### src/include/rlm_params.svh
`ifndef RLM_PARAMS_SVH
`define RLM_PARAMS_SVH

////////////////////////////////////////////////////////////////////////////////
// Lane map geometry
`define RLM_LANES        20
`define RLM_LANE_W       5

////////////////////////////////////////////////////////////////////////////////
// Packet path
`define RLM_DATA_W       512
`define RLM_BYTES_W      7
`define RLM_LEN_W        15
`define RLM_CNT_W        16
`define RLM_FCS_W        32
`define RLM_ERRCNT_W     3
`define RLM_MAXLEN_RST   15'h2580

////////////////////////////////////////////////////////////////////////////////
// Register port
`define RLM_ADDR_W       8
`define RLM_REG_W        32
`define RLM_OFS_IRQ_STS  8'h00
`define RLM_OFS_IRQ_MSK  8'h04
`define RLM_OFS_MAX_LEN  8'h08
`define RLM_OFS_DEMUXED  8'h0C
`define RLM_OFS_FAULT    8'h10

////////////////////////////////////////////////////////////////////////////////
// Interrupt bits
`define RLM_IRQ_W        4
`define RLM_IRQ_BAD      0
`define RLM_IRQ_STOMP    1
`define RLM_IRQ_TRUNC    2
`define RLM_IRQ_FAULT    3

`endif

### src/include/rlm_pkg.sv
`include "rlm_params.svh"

package rlm_pkg;

   typedef logic [`RLM_LANES-1:0][`RLM_LANE_W-1:0] rlm_map_t;

   typedef struct packed {
      logic [`RLM_CNT_W-1:0] len;
      logic                  drop;
   } rlm_guard_st_t;

   typedef struct packed {
      rlm_map_t                 map;
      logic [`RLM_LANES-1:0]    demux;
      logic [`RLM_ERRCNT_W-1:0] bad;
      logic [`RLM_ERRCNT_W-1:0] stomp;
      logic                     trunc;
      logic                     lfault;
      logic [`RLM_IRQ_W-1:0]    irq_sts;
      logic [`RLM_IRQ_W-1:0]    irq_msk;
      logic [`RLM_LEN_W-1:0]    max_len;
      logic [`RLM_REG_W-1:0]    rdata;
      logic                     out_vld;
      logic                     out_sop;
      logic                     out_eop;
      logic [`RLM_DATA_W-1:0]   out_data;
   } rlm_top_st_t;

endpackage : rlm_pkg

### src/include/rlm_pkt_if.sv
`timescale 1ns/10ps
`default_nettype none
`include "rlm_params.svh"

interface rlm_pkt_if;
   logic                    vld;
   logic                    sop;
   logic                    eop;
   logic [`RLM_BYTES_W-1:0] bytes;
   logic [`RLM_LEN_W-1:0]   max_len;
   logic                    keep;
   logic                    force_eop;
   logic                    trunc;

   modport guard (input vld, sop, eop, bytes, max_len, output keep, force_eop, trunc);
   modport user  (output vld, sop, eop, bytes, max_len, input keep, force_eop, trunc);
endinterface : rlm_pkt_if

`default_nettype wire

### src/core/rlm_top.sv
`timescale 1ns/10ps
`default_nettype none
`include "rlm_params.svh"

////////////////////////////////////////////////////////////////////////////////
// Overview of operation
// - PCS lanes 0 to 19 each get a 5-bit physical lane index output.
// - 20-bit level output, bit set while that PCS lane is demultiplexed.
// - 3-bit one-cycle count of bad FCS packets, stomped excluded.
// - Received FCS equal to inverted computed FCS is stomped, not bad.
// - 3-bit one-cycle count of stomped FCS packets, back to back allowed.
// - Packet over configured 15-bit maximum is truncated with one-cycle pulse.
// - Local fault high while test pattern, bad alignment or high BER persist.
// - Lane index valid only while its sync bit is one.
// - Twenty separate level 5-bit lane index buses, lanes 0 to 19.
module rlm_top #(
   parameter int FCS_SLOTS = 2
) (
   input  wire logic                                   clk_sys_i,
   input  wire logic                                   rst_n_i,
   // Lane marker detection, one entry per physical lane; sync flags one entry per PCS lane
   input  wire logic [`RLM_LANES-1:0]                  mark_vld_i,
   input  wire logic [`RLM_LANES-1:0][`RLM_LANE_W-1:0] mark_pcsl_i,
   input  wire logic [`RLM_LANES-1:0]                  synced_i,
   // Fault sources
   input  wire logic                                   test_pattern_i,
   input  wire logic                                   aligned_i,
   input  wire logic                                   hi_ber_i,
   // Packet beats
   input  wire logic                                   rx_vld_i,
   input  wire logic                                   rx_sop_i,
   input  wire logic                                   rx_eop_i,
   input  wire logic [`RLM_BYTES_W-1:0]                rx_bytes_i,
   input  wire logic [`RLM_DATA_W-1:0]                 rx_data_i,
   // Packet end FCS checks
   input  wire logic [FCS_SLOTS-1:0]                   fcs_vld_i,
   input  wire logic [FCS_SLOTS-1:0][`RLM_FCS_W-1:0]   fcs_rx_i,
   input  wire logic [FCS_SLOTS-1:0][`RLM_FCS_W-1:0]   fcs_calc_i,
   // Register port
   input  wire logic [`RLM_ADDR_W-1:0]                 reg_addr_i,
   input  wire logic [`RLM_REG_W-1:0]                  reg_wdata_i,
   input  wire logic                                   reg_wr_i,
   input  wire logic                                   reg_rd_i,
   output logic [`RLM_REG_W-1:0]                       reg_rdata_o,
   output logic                                        irq_o,
   // Packet output
   output logic                                        out_vld_o,
   output logic                                        out_sop_o,
   output logic                                        out_eop_o,
   output logic [`RLM_DATA_W-1:0]                      out_data_o,
   // Status
   output logic [`RLM_LANE_W-1:0]                      pcsl_num_0_o,
   output logic [`RLM_LANE_W-1:0]                      pcsl_num_1_o,
   output logic [`RLM_LANE_W-1:0]                      pcsl_num_2_o,
   output logic [`RLM_LANE_W-1:0]                      pcsl_num_3_o,
   output logic [`RLM_LANE_W-1:0]                      pcsl_num_4_o,
   output logic [`RLM_LANE_W-1:0]                      pcsl_num_5_o,
   output logic [`RLM_LANE_W-1:0]                      pcsl_num_6_o,
   output logic [`RLM_LANE_W-1:0]                      pcsl_num_7_o,
   output logic [`RLM_LANE_W-1:0]                      pcsl_num_8_o,
   output logic [`RLM_LANE_W-1:0]                      pcsl_num_9_o,
   output logic [`RLM_LANE_W-1:0]                      pcsl_num_10_o,
   output logic [`RLM_LANE_W-1:0]                      pcsl_num_11_o,
   output logic [`RLM_LANE_W-1:0]                      pcsl_num_12_o,
   output logic [`RLM_LANE_W-1:0]                      pcsl_num_13_o,
   output logic [`RLM_LANE_W-1:0]                      pcsl_num_14_o,
   output logic [`RLM_LANE_W-1:0]                      pcsl_num_15_o,
   output logic [`RLM_LANE_W-1:0]                      pcsl_num_16_o,
   output logic [`RLM_LANE_W-1:0]                      pcsl_num_17_o,
   output logic [`RLM_LANE_W-1:0]                      pcsl_num_18_o,
   output logic [`RLM_LANE_W-1:0]                      pcsl_num_19_o,
   output logic [`RLM_LANES-1:0]                       pcsl_demuxed_o,
   output logic [`RLM_ERRCNT_W-1:0]                    bad_fcs_o,
   output logic [`RLM_ERRCNT_W-1:0]                    stomped_fcs_o,
   output logic                                        truncated_o,
   output logic                                        internal_local_fault_o
);

   rlm_pkg::rlm_top_st_t     st_q;
   rlm_pkg::rlm_top_st_t     st_d;
   logic [FCS_SLOTS-1:0]     slot_bad;
   logic [FCS_SLOTS-1:0]     slot_stomp;
   logic [`RLM_ERRCNT_W-1:0] bad_sum;
   logic [`RLM_ERRCNT_W-1:0] stomp_sum;
   logic [`RLM_IRQ_W-1:0]    irq_evt;
   logic [`RLM_IRQ_W-1:0]    irq_clr;
   logic                     fault_now;

   rlm_pkt_if pkt ();

   ////////////////////////////////////////////////////////////////////////////
   // FCS classification per packet end slot
   for (genvar g = 0; g < FCS_SLOTS; g++) begin : g_fcs
      rlm_fcs_check u_fcs (
         .vld_i      (fcs_vld_i[g]),
         .rx_fcs_i   (fcs_rx_i[g]),
         .calc_fcs_i (fcs_calc_i[g]),
         .bad_o      (slot_bad[g]),
         .stomp_o    (slot_stomp[g])
      );
   end

   always_comb begin
      bad_sum   = '0;
      stomp_sum = '0;
      for (int i = 0; i < FCS_SLOTS; i++) begin
         bad_sum   = bad_sum + `RLM_ERRCNT_W'(slot_bad[i]);
         stomp_sum = stomp_sum + `RLM_ERRCNT_W'(slot_stomp[i]);
      end
   end

   ////////////////////////////////////////////////////////////////////////////
   // Length guard
   assign pkt.vld     = rx_vld_i;
   assign pkt.sop     = rx_sop_i;
   assign pkt.eop     = rx_eop_i;
   assign pkt.bytes   = rx_bytes_i;
   assign pkt.max_len = st_q.max_len;

   rlm_len_guard u_guard (
      .clk_sys_i (clk_sys_i),
      .rst_n_i   (rst_n_i),
      .pkt       (pkt.guard)
   );

   ////////////////////////////////////////////////////////////////////////////
   // Fault and interrupt events
   assign fault_now = test_pattern_i || !aligned_i || hi_ber_i;

   always_comb begin
      irq_evt                 = '0;
      irq_evt[`RLM_IRQ_BAD]   = |bad_sum;
      irq_evt[`RLM_IRQ_STOMP] = |stomp_sum;
      irq_evt[`RLM_IRQ_TRUNC] = pkt.trunc;
      irq_evt[`RLM_IRQ_FAULT] = fault_now;
      irq_clr                 = '0;
      if (reg_wr_i && reg_addr_i == `RLM_OFS_IRQ_STS) begin
         irq_clr = reg_wdata_i[`RLM_IRQ_W-1:0];
      end
   end

   ////////////////////////////////////////////////////////////////////////////
   // Next state
   always_comb begin
      st_d = st_q;
      // Lane map update on marker, demux bit drop on sync loss
      for (int l = 0; l < `RLM_LANES; l++) begin
         if (!synced_i[l]) begin
            st_d.demux[l] = 1'b0;
         end
      end
      for (int p = 0; p < `RLM_LANES; p++) begin
         if (mark_vld_i[p] && (mark_pcsl_i[p] < `RLM_LANE_W'(`RLM_LANES))) begin
            if (synced_i[mark_pcsl_i[p]]) begin
               st_d.map[mark_pcsl_i[p]]   = `RLM_LANE_W'(p);
               st_d.demux[mark_pcsl_i[p]] = 1'b1;
            end
         end
      end
      // Pulses fall back to zero without events
      st_d.bad    = bad_sum;
      st_d.stomp  = stomp_sum;
      st_d.trunc  = pkt.trunc;
      st_d.lfault = fault_now;
      // Packet output
      st_d.out_vld  = pkt.keep;
      st_d.out_sop  = pkt.keep && rx_sop_i;
      st_d.out_eop  = pkt.keep && (rx_eop_i || pkt.force_eop);
      if (pkt.keep) begin
         st_d.out_data = rx_data_i;
      end
      // Sticky status, set wins over clear
      st_d.irq_sts = (st_q.irq_sts & ~irq_clr) | irq_evt;
      if (reg_wr_i) begin
         case (reg_addr_i)
            `RLM_OFS_IRQ_MSK: st_d.irq_msk = reg_wdata_i[`RLM_IRQ_W-1:0];
            `RLM_OFS_MAX_LEN: st_d.max_len = reg_wdata_i[`RLM_LEN_W-1:0];
            default:          st_d.irq_msk = st_d.irq_msk;
         endcase
      end
      st_d.rdata = '0;
      if (reg_rd_i) begin
         case (reg_addr_i)
            `RLM_OFS_IRQ_STS: st_d.rdata = `RLM_REG_W'(st_q.irq_sts);
            `RLM_OFS_IRQ_MSK: st_d.rdata = `RLM_REG_W'(st_q.irq_msk);
            `RLM_OFS_MAX_LEN: st_d.rdata = `RLM_REG_W'(st_q.max_len);
            `RLM_OFS_DEMUXED: st_d.rdata = `RLM_REG_W'(st_q.demux);
            `RLM_OFS_FAULT:   st_d.rdata = `RLM_REG_W'(st_q.lfault);
            default:          st_d.rdata = '0;
         endcase
      end
   end

   always_ff @(posedge clk_sys_i or negedge rst_n_i) begin
      if (!rst_n_i) begin
         st_q         <= '0;
         st_q.max_len <= `RLM_MAXLEN_RST;
      end else begin
         st_q <= st_d;
      end
   end

   ////////////////////////////////////////////////////////////////////////////
   // Outputs
   assign reg_rdata_o            = st_q.rdata;
   assign irq_o                  = |(st_q.irq_sts & st_q.irq_msk);
   assign out_vld_o              = st_q.out_vld;
   assign out_sop_o              = st_q.out_sop;
   assign out_eop_o              = st_q.out_eop;
   assign out_data_o             = st_q.out_data;
   assign pcsl_demuxed_o         = st_q.demux;
   assign bad_fcs_o              = st_q.bad;
   assign stomped_fcs_o          = st_q.stomp;
   assign truncated_o            = st_q.trunc;
   assign internal_local_fault_o = st_q.lfault;
   // Index held while lane synced, meaningless otherwise
   assign pcsl_num_0_o           = st_q.map[0];
   assign pcsl_num_1_o           = st_q.map[1];
   assign pcsl_num_2_o           = st_q.map[2];
   assign pcsl_num_3_o           = st_q.map[3];
   assign pcsl_num_4_o           = st_q.map[4];
   assign pcsl_num_5_o           = st_q.map[5];
   assign pcsl_num_6_o           = st_q.map[6];
   assign pcsl_num_7_o           = st_q.map[7];
   assign pcsl_num_8_o           = st_q.map[8];
   assign pcsl_num_9_o           = st_q.map[9];
   assign pcsl_num_10_o          = st_q.map[10];
   assign pcsl_num_11_o          = st_q.map[11];
   assign pcsl_num_12_o          = st_q.map[12];
   assign pcsl_num_13_o          = st_q.map[13];
   assign pcsl_num_14_o          = st_q.map[14];
   assign pcsl_num_15_o          = st_q.map[15];
   assign pcsl_num_16_o          = st_q.map[16];
   assign pcsl_num_17_o          = st_q.map[17];
   assign pcsl_num_18_o          = st_q.map[18];
   assign pcsl_num_19_o          = st_q.map[19];

endmodule : rlm_top

`default_nettype wire

### src/core/rlm_fcs_check.sv
`timescale 1ns/10ps
`default_nettype none
`include "rlm_params.svh"

module rlm_fcs_check (
   input  wire logic                  vld_i,
   input  wire logic [`RLM_FCS_W-1:0] rx_fcs_i,
   input  wire logic [`RLM_FCS_W-1:0] calc_fcs_i,
   output logic                       bad_o,
   output logic                       stomp_o
);

   logic stomp_match;

   // Inverted good FCS marks a stomped frame
   assign stomp_match = (rx_fcs_i == ~calc_fcs_i);
   assign stomp_o     = vld_i && stomp_match;
   assign bad_o       = vld_i && (rx_fcs_i != calc_fcs_i) && !stomp_match;

endmodule : rlm_fcs_check

`default_nettype wire

### src/core/rlm_len_guard.sv
`timescale 1ns/10ps
`default_nettype none
`include "rlm_params.svh"

module rlm_len_guard (
   input  wire logic clk_sys_i,
   input  wire logic rst_n_i,
   rlm_pkt_if.guard  pkt
);

   rlm_pkg::rlm_guard_st_t st_q;
   rlm_pkg::rlm_guard_st_t st_d;
   logic [`RLM_CNT_W-1:0]  base;
   logic [`RLM_CNT_W-1:0]  sum;
   logic                   drop_now;

   always_comb begin
      st_d          = st_q;
      base          = pkt.sop ? '0 : st_q.len;
      sum           = base + `RLM_CNT_W'(pkt.bytes);
      drop_now      = st_q.drop && !pkt.sop;
      pkt.keep      = pkt.vld && !drop_now;
      // First beat past the limit ends the packet
      pkt.trunc     = pkt.keep && (sum > `RLM_CNT_W'(pkt.max_len));
      pkt.force_eop = pkt.trunc;
      if (pkt.vld) begin
         st_d.len  = sum;
         st_d.drop = (drop_now || pkt.trunc) && !pkt.eop;
      end
   end

   always_ff @(posedge clk_sys_i or negedge rst_n_i) begin
      if (!rst_n_i) begin
         st_q <= '0;
      end else begin
         st_q <= st_d;
      end
   end

endmodule : rlm_len_guard

`default_nettype wire

### config.mk
export PLATFORM = sky130hd
export DESIGN_NAME = rlm_top
export DESIGN_NICKNAME = d
export VERILOG_FILES = /design/src/include/rlm_pkg.sv /design/src/include/rlm_pkt_if.sv /design/src/core/rlm_top.sv /design/src/core/rlm_fcs_check.sv /design/src/core/rlm_len_guard.sv
export VERILOG_INCLUDE_DIRS = /design/src /design/src/include
export SDC_FILE = /design/constraint.sdc
export NUM_CORES = 2
export LEC_CHECK = 0
export BUFFER_PORTS_ARGS = -buffer_cell sky130_fd_sc_hd__buf_2
export CORE_AREA = 3 3 594 596
export DETAILED_ROUTE_END_ITERATION = 6
export DIE_AREA = 0 0 597 599
export MAX_ROUTING_LAYER = met4
export PLACE_DENSITY = 0.36
export SETUP_SLACK_MARGIN = 0.4
export SLEW_MARGIN = 40
export SYNTH_ARGS = -nofsm -noshare
export SYNTH_HDL_FRONTEND = slang
export SYNTH_SLANG_ARGS = --single-unit
### constraint.sdc
create_clock -name clk_sys_i -period 6 [get_ports clk_sys_i]
set_input_delay 1.2 -clock clk_sys_i [delete_from_list [all_inputs] [get_ports clk_sys_i]]
set_output_delay 1.2 -clock clk_sys_i [all_outputs]
set_load 0.1 [all_outputs]
# Word-level counts from Yosys, hierarchy flattened

Cells that the tools add are included.

Bitwise gates (word level): 85
$add $sub $neg: 3
Shifts and indexed selects: 0
Order comparisons: 61
Reduce and logical (&&, ||, !) cells: 69
Div/mod/pow operators: 0
Eq/ne operators: 8
$mul: 0
Mux-type cells: 184

Operators with widths:

| cell                                                 | number |
|---|---|
| two-way mux 120 bit                                  | 40 |
| demux 5 bit (select 5 bit)                           | 20 |
| OR 20 bit                                            | 25 |
| AND 60 bit                                           | 8 |
| inverter 60 bit                                      | 8 |
| AND 80 bit                                           | 5 |
| inverter 80 bit                                      | 5 |
| OR 40 bit                                            | 8 |
| OR 60 bit                                            | 5 |
| AND 40 bit                                           | 5 |
| inverter 40 bit                                      | 5 |
| < comparator 5 x 6 -> 1 bit (second input constant)  | 20 |
| AND 100 bit                                          | 1 |
| binary-select mux 1 bit (select 5 bit)               | 20 |
| demux 1 bit (select 5 bit)                           | 20 |
| >= comparator 5 x 1 -> 1 bit (second input constant) | 20 |
| < comparator 5 bit (second input constant)           | 20 |
| two-way mux 5 bit                                    | 20 |
| inverter 100 bit                                     | 1 |
| case mux 20 bit (5 select lines)                     | 1 |
| OR 80 bit                                            | 1 |
| == test 32 bit                                       | 2 |
| inequality test 32 bit                               | 2 |
| inverter 32 bit                                      | 2 |
| other kinds (22)                                     | 146 |

Bits in latches: 0
Output and inout port bits: 676
Flip-flop bits (word level): 713
RAM bits: 0
Memories kept: 0
ROM bits: 0
Logic and storage cells: 445

# Logic depth before layout (Yosys ltp)

Depth after elaboration: 65
Depth in mapped cells: 21

# Hierarchy

From an unflattened synthesis, not the netlist that was laid out.

Cell total of the unflattened synthesis: 4311
Area total of the unflattened synthesis: 44218.7 um2

Modules (own cells, without submodules):

| module        | times used | cells each | area each (um2) |
|---|---|---|---|
| rlm_top       | 1          | 3996       | 41637.4 |
| rlm_len_guard | 1          | 203        | 1720.4 |
| rlm_fcs_check | 2          | 56         | 430.4 |

# Worst setup path before layout

No wires, ideal clock.

Path kind: input port to flip-flop
Start: input rx_sop_i
End: register st_q, in the netlist out_eop_o
Path buffers: 1
Arrival: 4642 ps
Slack: 1293 ps
Stages on the path: 20
Setup time: 65 ps
Path through: clkbuf_1 -> nor2b_1 -> ha_1 -> fa_1 -> a21o_1 -> a21oi_1 -> o21bai_1 -> a21oi_1 -> o21bai_1 -> a21oi_1 -> nand2_1 -> o21ai_0 -> ha_1 -> and4_1 -> and2_1 -> a41oi_1 -> nand3_1 -> o21ai_0 -> a21o_1 -> a21o_1

RTL lines:

| element              | line           | RTL |
|---|---|---|
| from (decl)          | rlm_top.sv:31  | `input wire logic rx_sop_i,` |
| to (signal assigned) | rlm_top.sv:199 | `st_q <= st_d;` |
| to (decl)            | rlm_top.sv:79  | `rlm_pkg::rlm_top_st_t st_q;` |

==> run_summary.xml <==
<?xml version="1.0" encoding="UTF-8"?>
<metrics>
  <group name="sta">
    <metric name="worst_slew_margin_rel" unit="">0.2475</metric>
    <metric name="whs" unit="ns">0.2793</metric>
    <metric name="tightest_slew" unit="ns">1.122</metric>
    <metric name="final_number_of_hold_violating_endpoints" unit="">0</metric>
    <metric name="finalMaxSlewViolations" unit="">0</metric>
    <metric name="max_clock_freq" unit="GHz">0.2255</metric>
    <metric name="post-route-period-util" unit="">0.7390</metric>
    <metric name="rsz0062_at_grt" unit="">no</metric>
    <metric name="time_the_worst_path_needs_with_i_o_delays_and_setup" unit="ns">4.434</metric>
    <metric name="fin_tns_setup" unit="ns">0</metric>
    <metric name="finalClockSkew" unit="ns">0.07726</metric>
    <metric name="finalSetupViolations" unit="">0</metric>
  </group>
  <group name="routing">
    <metric name="routed-via-count" unit="">40730</metric>
    <metric name="routed_wl" unit="mm">347.8</metric>
    <metric name="drtAntennaViolNets" unit="">0</metric>
    <metric name="via_per_inst" unit="">4.053</metric>
    <metric name="number_of_remaining_drc_errors" unit="">0</metric>
    <metric name="first_iter_violations" unit="">4317</metric>
    <metric name="routed_wire_length_per_instance" unit="um">34.61</metric>
    <metric name="detailedRoute.firstPassIterationCount" unit="">6</metric>
  </group>
  <group name="worst_setup_path">
    <metric name="worstPathMaxFanout" unit="">8</metric>
    <metric name="timing.critical_path.from" unit="">rx_sop_i</metric>
    <metric name="critPathLaunchType" unit="">primary input</metric>
    <metric name="critical_path.reg2reg.startpoint" unit="">u_guard.st_q[1]$_DFFE_PN0P_</metric>
    <metric name="cp-end-kind" unit="">register</metric>
    <metric name="timing_worst_setup_path_type" unit="">primary input to register</metric>
    <metric name="worstPathArrival" unit="ns">5.21</metric>
    <metric name="worst-endpoint-required" unit="ns">6.78</metric>
  </group>
  <group name="worst_hold_path">
    <metric name="min-delay-path-class" unit="">primary input to asynchronous set/reset pin</metric>
  </group>
  <group name="clocking">
    <metric name="hold_buffers" unit="">0</metric>
    <metric name="clk_pin_slew" unit="ns">0.06</metric>
    <metric name="clock_path_buffers" unit="">4</metric>
    <metric name="root_buffer" unit="">clkbuf_16</metric>
    <metric name="post_cts_buffers" unit="">0</metric>
    <metric name="clock_insertion_delay_worst_skew" unit="ns">0.83</metric>
    <metric name="cts.htree.levels" unit="">3</metric>
    <metric name="tritoncts_num_sinks" unit="">701</metric>
    <metric name="cts-resized-gates" unit="">0</metric>
    <metric name="tritoncts" unit="">yes</metric>
    <metric name="tritoncts.num_buffers" unit="">105</metric>
  </group>
  <group name="grt">
    <metric name="grt_pass1_vias" unit="">39372</metric>
    <metric name="grt_pass1_wl" unit="mm">432.9</metric>
    <metric name="global_route.overflow_total" unit="">0</metric>
    <metric name="grt.total_usage" unit="">0.1901</metric>
    <metric name="grt_max_degree" unit="">115</metric>
    <metric name="number_of_antenna_violations_at_the_first_check_in_global_routing" unit="">245</metric>
  </group>
  <group name="yosys">
    <metric name="post-synth-top-area-fraction" unit="">0.3919</metric>
    <metric name="yosys_warnings" unit="">0</metric>
    <metric name="syn-cell-area" unit="um^2">44500</metric>
    <metric name="synth_seq_area_share" unit="">0.3943</metric>
    <metric name="synth_simple_gate_area_frac" unit="">0.1450</metric>
    <metric name="ys_dominant_reg_cell" unit="">dfrtp_1</metric>
    <metric name="synthesis.instances" unit="">4315</metric>
    <metric name="post_synth_fa_ha_maj_area_fraction" unit="">0.007760</metric>
    <metric name="number_of_enable_flip_flop_cells_after_synthesis" unit="">0</metric>
    <metric name="synth_top_cells_by_count" unit="">dfrtp_1 (697), buf_4 (676), mux2_2 (547)</metric>
    <metric name="synth.largest_area_cell" unit="">dfrtp_1</metric>
    <metric name="synth_xor_area_frac" unit="">0.01515</metric>
    <metric name="avgSynthCellArea" unit="um^2">10.31</metric>
    <metric name="post_synth_main_area_contributors" unit="">dfrtp_1 (39%), mux2_2 (14%), buf_4 (11%)</metric>
    <metric name="largest_family_of_logic_cells_by_synthesized_area" unit="">multiplexers</metric>
    <metric name="yosys_register_bits" unit="">701</metric>
    <metric name="yosysUniqueCellTypes" unit="">120</metric>
    <metric name="post_synth_arst_share" unit="">1.000</metric>
    <metric name="area_fraction_in_compound_gates_after_synthesis" unit="">0.1082</metric>
    <metric name="yosys-mux-area-fraction" unit="">0.1901</metric>
    <metric name="yosys.cell_count.top_type" unit="">dfrtp_1</metric>
  </group>
  <group name="placed_design">
    <metric name="port_buffers" unit="">1483</metric>
    <metric name="place.detailed.hpwl" unit="mm">298.5</metric>
    <metric name="gpl_wtd_cong" unit="">1.001</metric>
  </group>
  <group name="power">
    <metric name="leakage" unit="nW">24.54</metric>
    <metric name="max-vdd-ir-drop" unit="mV">0.3205</metric>
    <metric name="power.density" unit="nW/um^2">487.2</metric>
  </group>
  <group name="final_layout">
    <metric name="layout-drive-gt1-share" unit="">0.4756</metric>
    <metric name="multiInputGateArea" unit="um^2">20930</metric>
    <metric name="fin_nets" unit="">6051</metric>
    <metric name="area_growth" unit="%">28.35</metric>
    <metric name="area.sequential" unit="um^2">17550</metric>
    <metric name="final.fill_count" unit="">39405</metric>
  </group>
  <group name="floorplanning">
    <metric name="dieArea" unit="um^2">357600</metric>
    <metric name="fp-row-count" unit="">217</metric>
    <metric name="start_util" unit="">0.1277</metric>
    <metric name="die_h" unit="um">599</metric>
    <metric name="die_w" unit="um">597</metric>
    <metric name="fp.coreArea" unit="um^2">348600</metric>
    <metric name="num_io_pins" unit="">1515</metric>
  </group>
  <group name="status">
    <metric name="status" unit="">complete, no violations</metric>
  </group>
  <group name="run">
    <metric name="max_capacitance_violation_count" unit="">0</metric>
  </group>
</metrics>
-- final timing paths --
path,cells past startpoint,endpoint,slack (ns)
worst max-delay path,20,out_eop_o$_DFF_PN0_,1.57
worst min-delay path,1,reg_rdata_o[6]$_DFF_PN0_,0.28
worst min register to register,1,pcsl_num_13_o[4]$_DFF_PN0_,0.48
min in group clk_sys_i,1,pcsl_num_13_o[4]$_DFF_PN0_,0.48
max in group asynchronous,3,out_data_o[435]$_DFFE_PN0P_,4.15
worst max register to register,19,out_eop_o$_DFF_PN0_,1.72
-- cell usage in the layout (no fill, tap or decap), types with 18 or more instances in the layout --
cell          n
a211oi_1     20
a21o_1       29
a21oi_1     128
a22oi_1      25
a31o_1       22
a31oi_1      48
and2_1       41
and3_1       62
buf_2      1480
buf_4       122
clkbuf_16   105
dfrtp_1     697
diode_2     193
ha_1         26
inv_1        75
mux2_2      547
mux2i_1      47
mux4_2       68
nand2_1     239
nand2b_1     48
nand3_1     158
nand3b_1     20
nand4_1      55
nand4b_1     19
nor2_1      229
nor2b_1      68
nor3_1       81
nor3b_1      22
nor4_1       20
o211ai_1     26
o21ai_0      76
o21ai_1      31
o21bai_1     21
o22ai_1      36
o31ai_1      18
or3_1        31
xnor2_1      50
xor2_1       27
-- critical path, cell delays in order --
cell	delay, ns
buf_2	0.19
nor2b_1	0.07
ha_1	0.22
fa_1	0.45
a21o_1	0.20
a21oi_1	0.23
o21bai_1	0.10
a21oi_1	0.24
o21bai_1	0.20
nand2_1	0.18
nor2_1	0.09
xnor2_1	0.17
ha_1	0.27
and4_1	0.18
and2_1	0.17
a41oi_1	0.22
nand3_1	0.10
o21ai_0	0.30
a21o_1	0.29
a21o_1	0.12
-- per-layer routing --
| layer | global-route usage | vias to the layer above | wire (um) |
|---|---|---|---|
| li1 | - | 16936 | - |
| met1 | 0.2340 | 20709 | 143500 |
| met2 | 0.2865 | 2532 | 154700 |
| met3 | 0.05709 | 553 | 32010 |
| met4 | 0.08285 | 0 | 17540 |
| met5 | - | - | 0 |
-- flip-flops by register name (all words and copies together), names as in the netlist, 8 cells and up --
| register | count |
|---|---|
| out_data_o | 512 |
| pcsl_demuxed_o | 20 |
| st_q | 8 |
| pkt.max_len | 15 |
| u_guard.st_q | 17 |
| reg_rdata_o | 20 |
-- logic make-up after synthesis --
group / after synthesis
AO/OA/AOI/OAI: 680
flip-flops: 701
adder cells (fa/ha/maj): 27
XOR/XNOR: 77
buffers and inverters: 947
AND/OR/NAND/NOR: 1208
multiplexers: 674
other: 1
-- power breakdown --
part / internal, mW / switching [mW]
clock network: 3.81 / 2.67
registers: 5.86 / 1.13
logic: 2.51 / 11.8
-- per-stage QoR --
stage	worst slack [ns]	total power [mW]	instance area (um^2)	util	instances
global placement	0.5844	21.47	53020	0.1521	9672
finish	1.566	27.83	57120	0.1639	10049
CTS	1.556	28.18	56620	0.1624	9855
floorplan	1.293	18.73	44550	-	4328
detailed placement	0.6327	21.46	53170	0.1525	9676
global route	1.196	28.77	57070	0.1637	10028
-- cell type report --
cell class	instances	share of cell area
repair buffers	1621	0.1518
well taps	4599	0.1007
diodes	193	0.008455
multi-input cells	2680	0.3665
inverters	76	0.004994
clock buffers	137	0.05073
flip-flops and latches	701	0.3072
clock inverters	42	0.009616
Power figures use the tool's default switching activity.
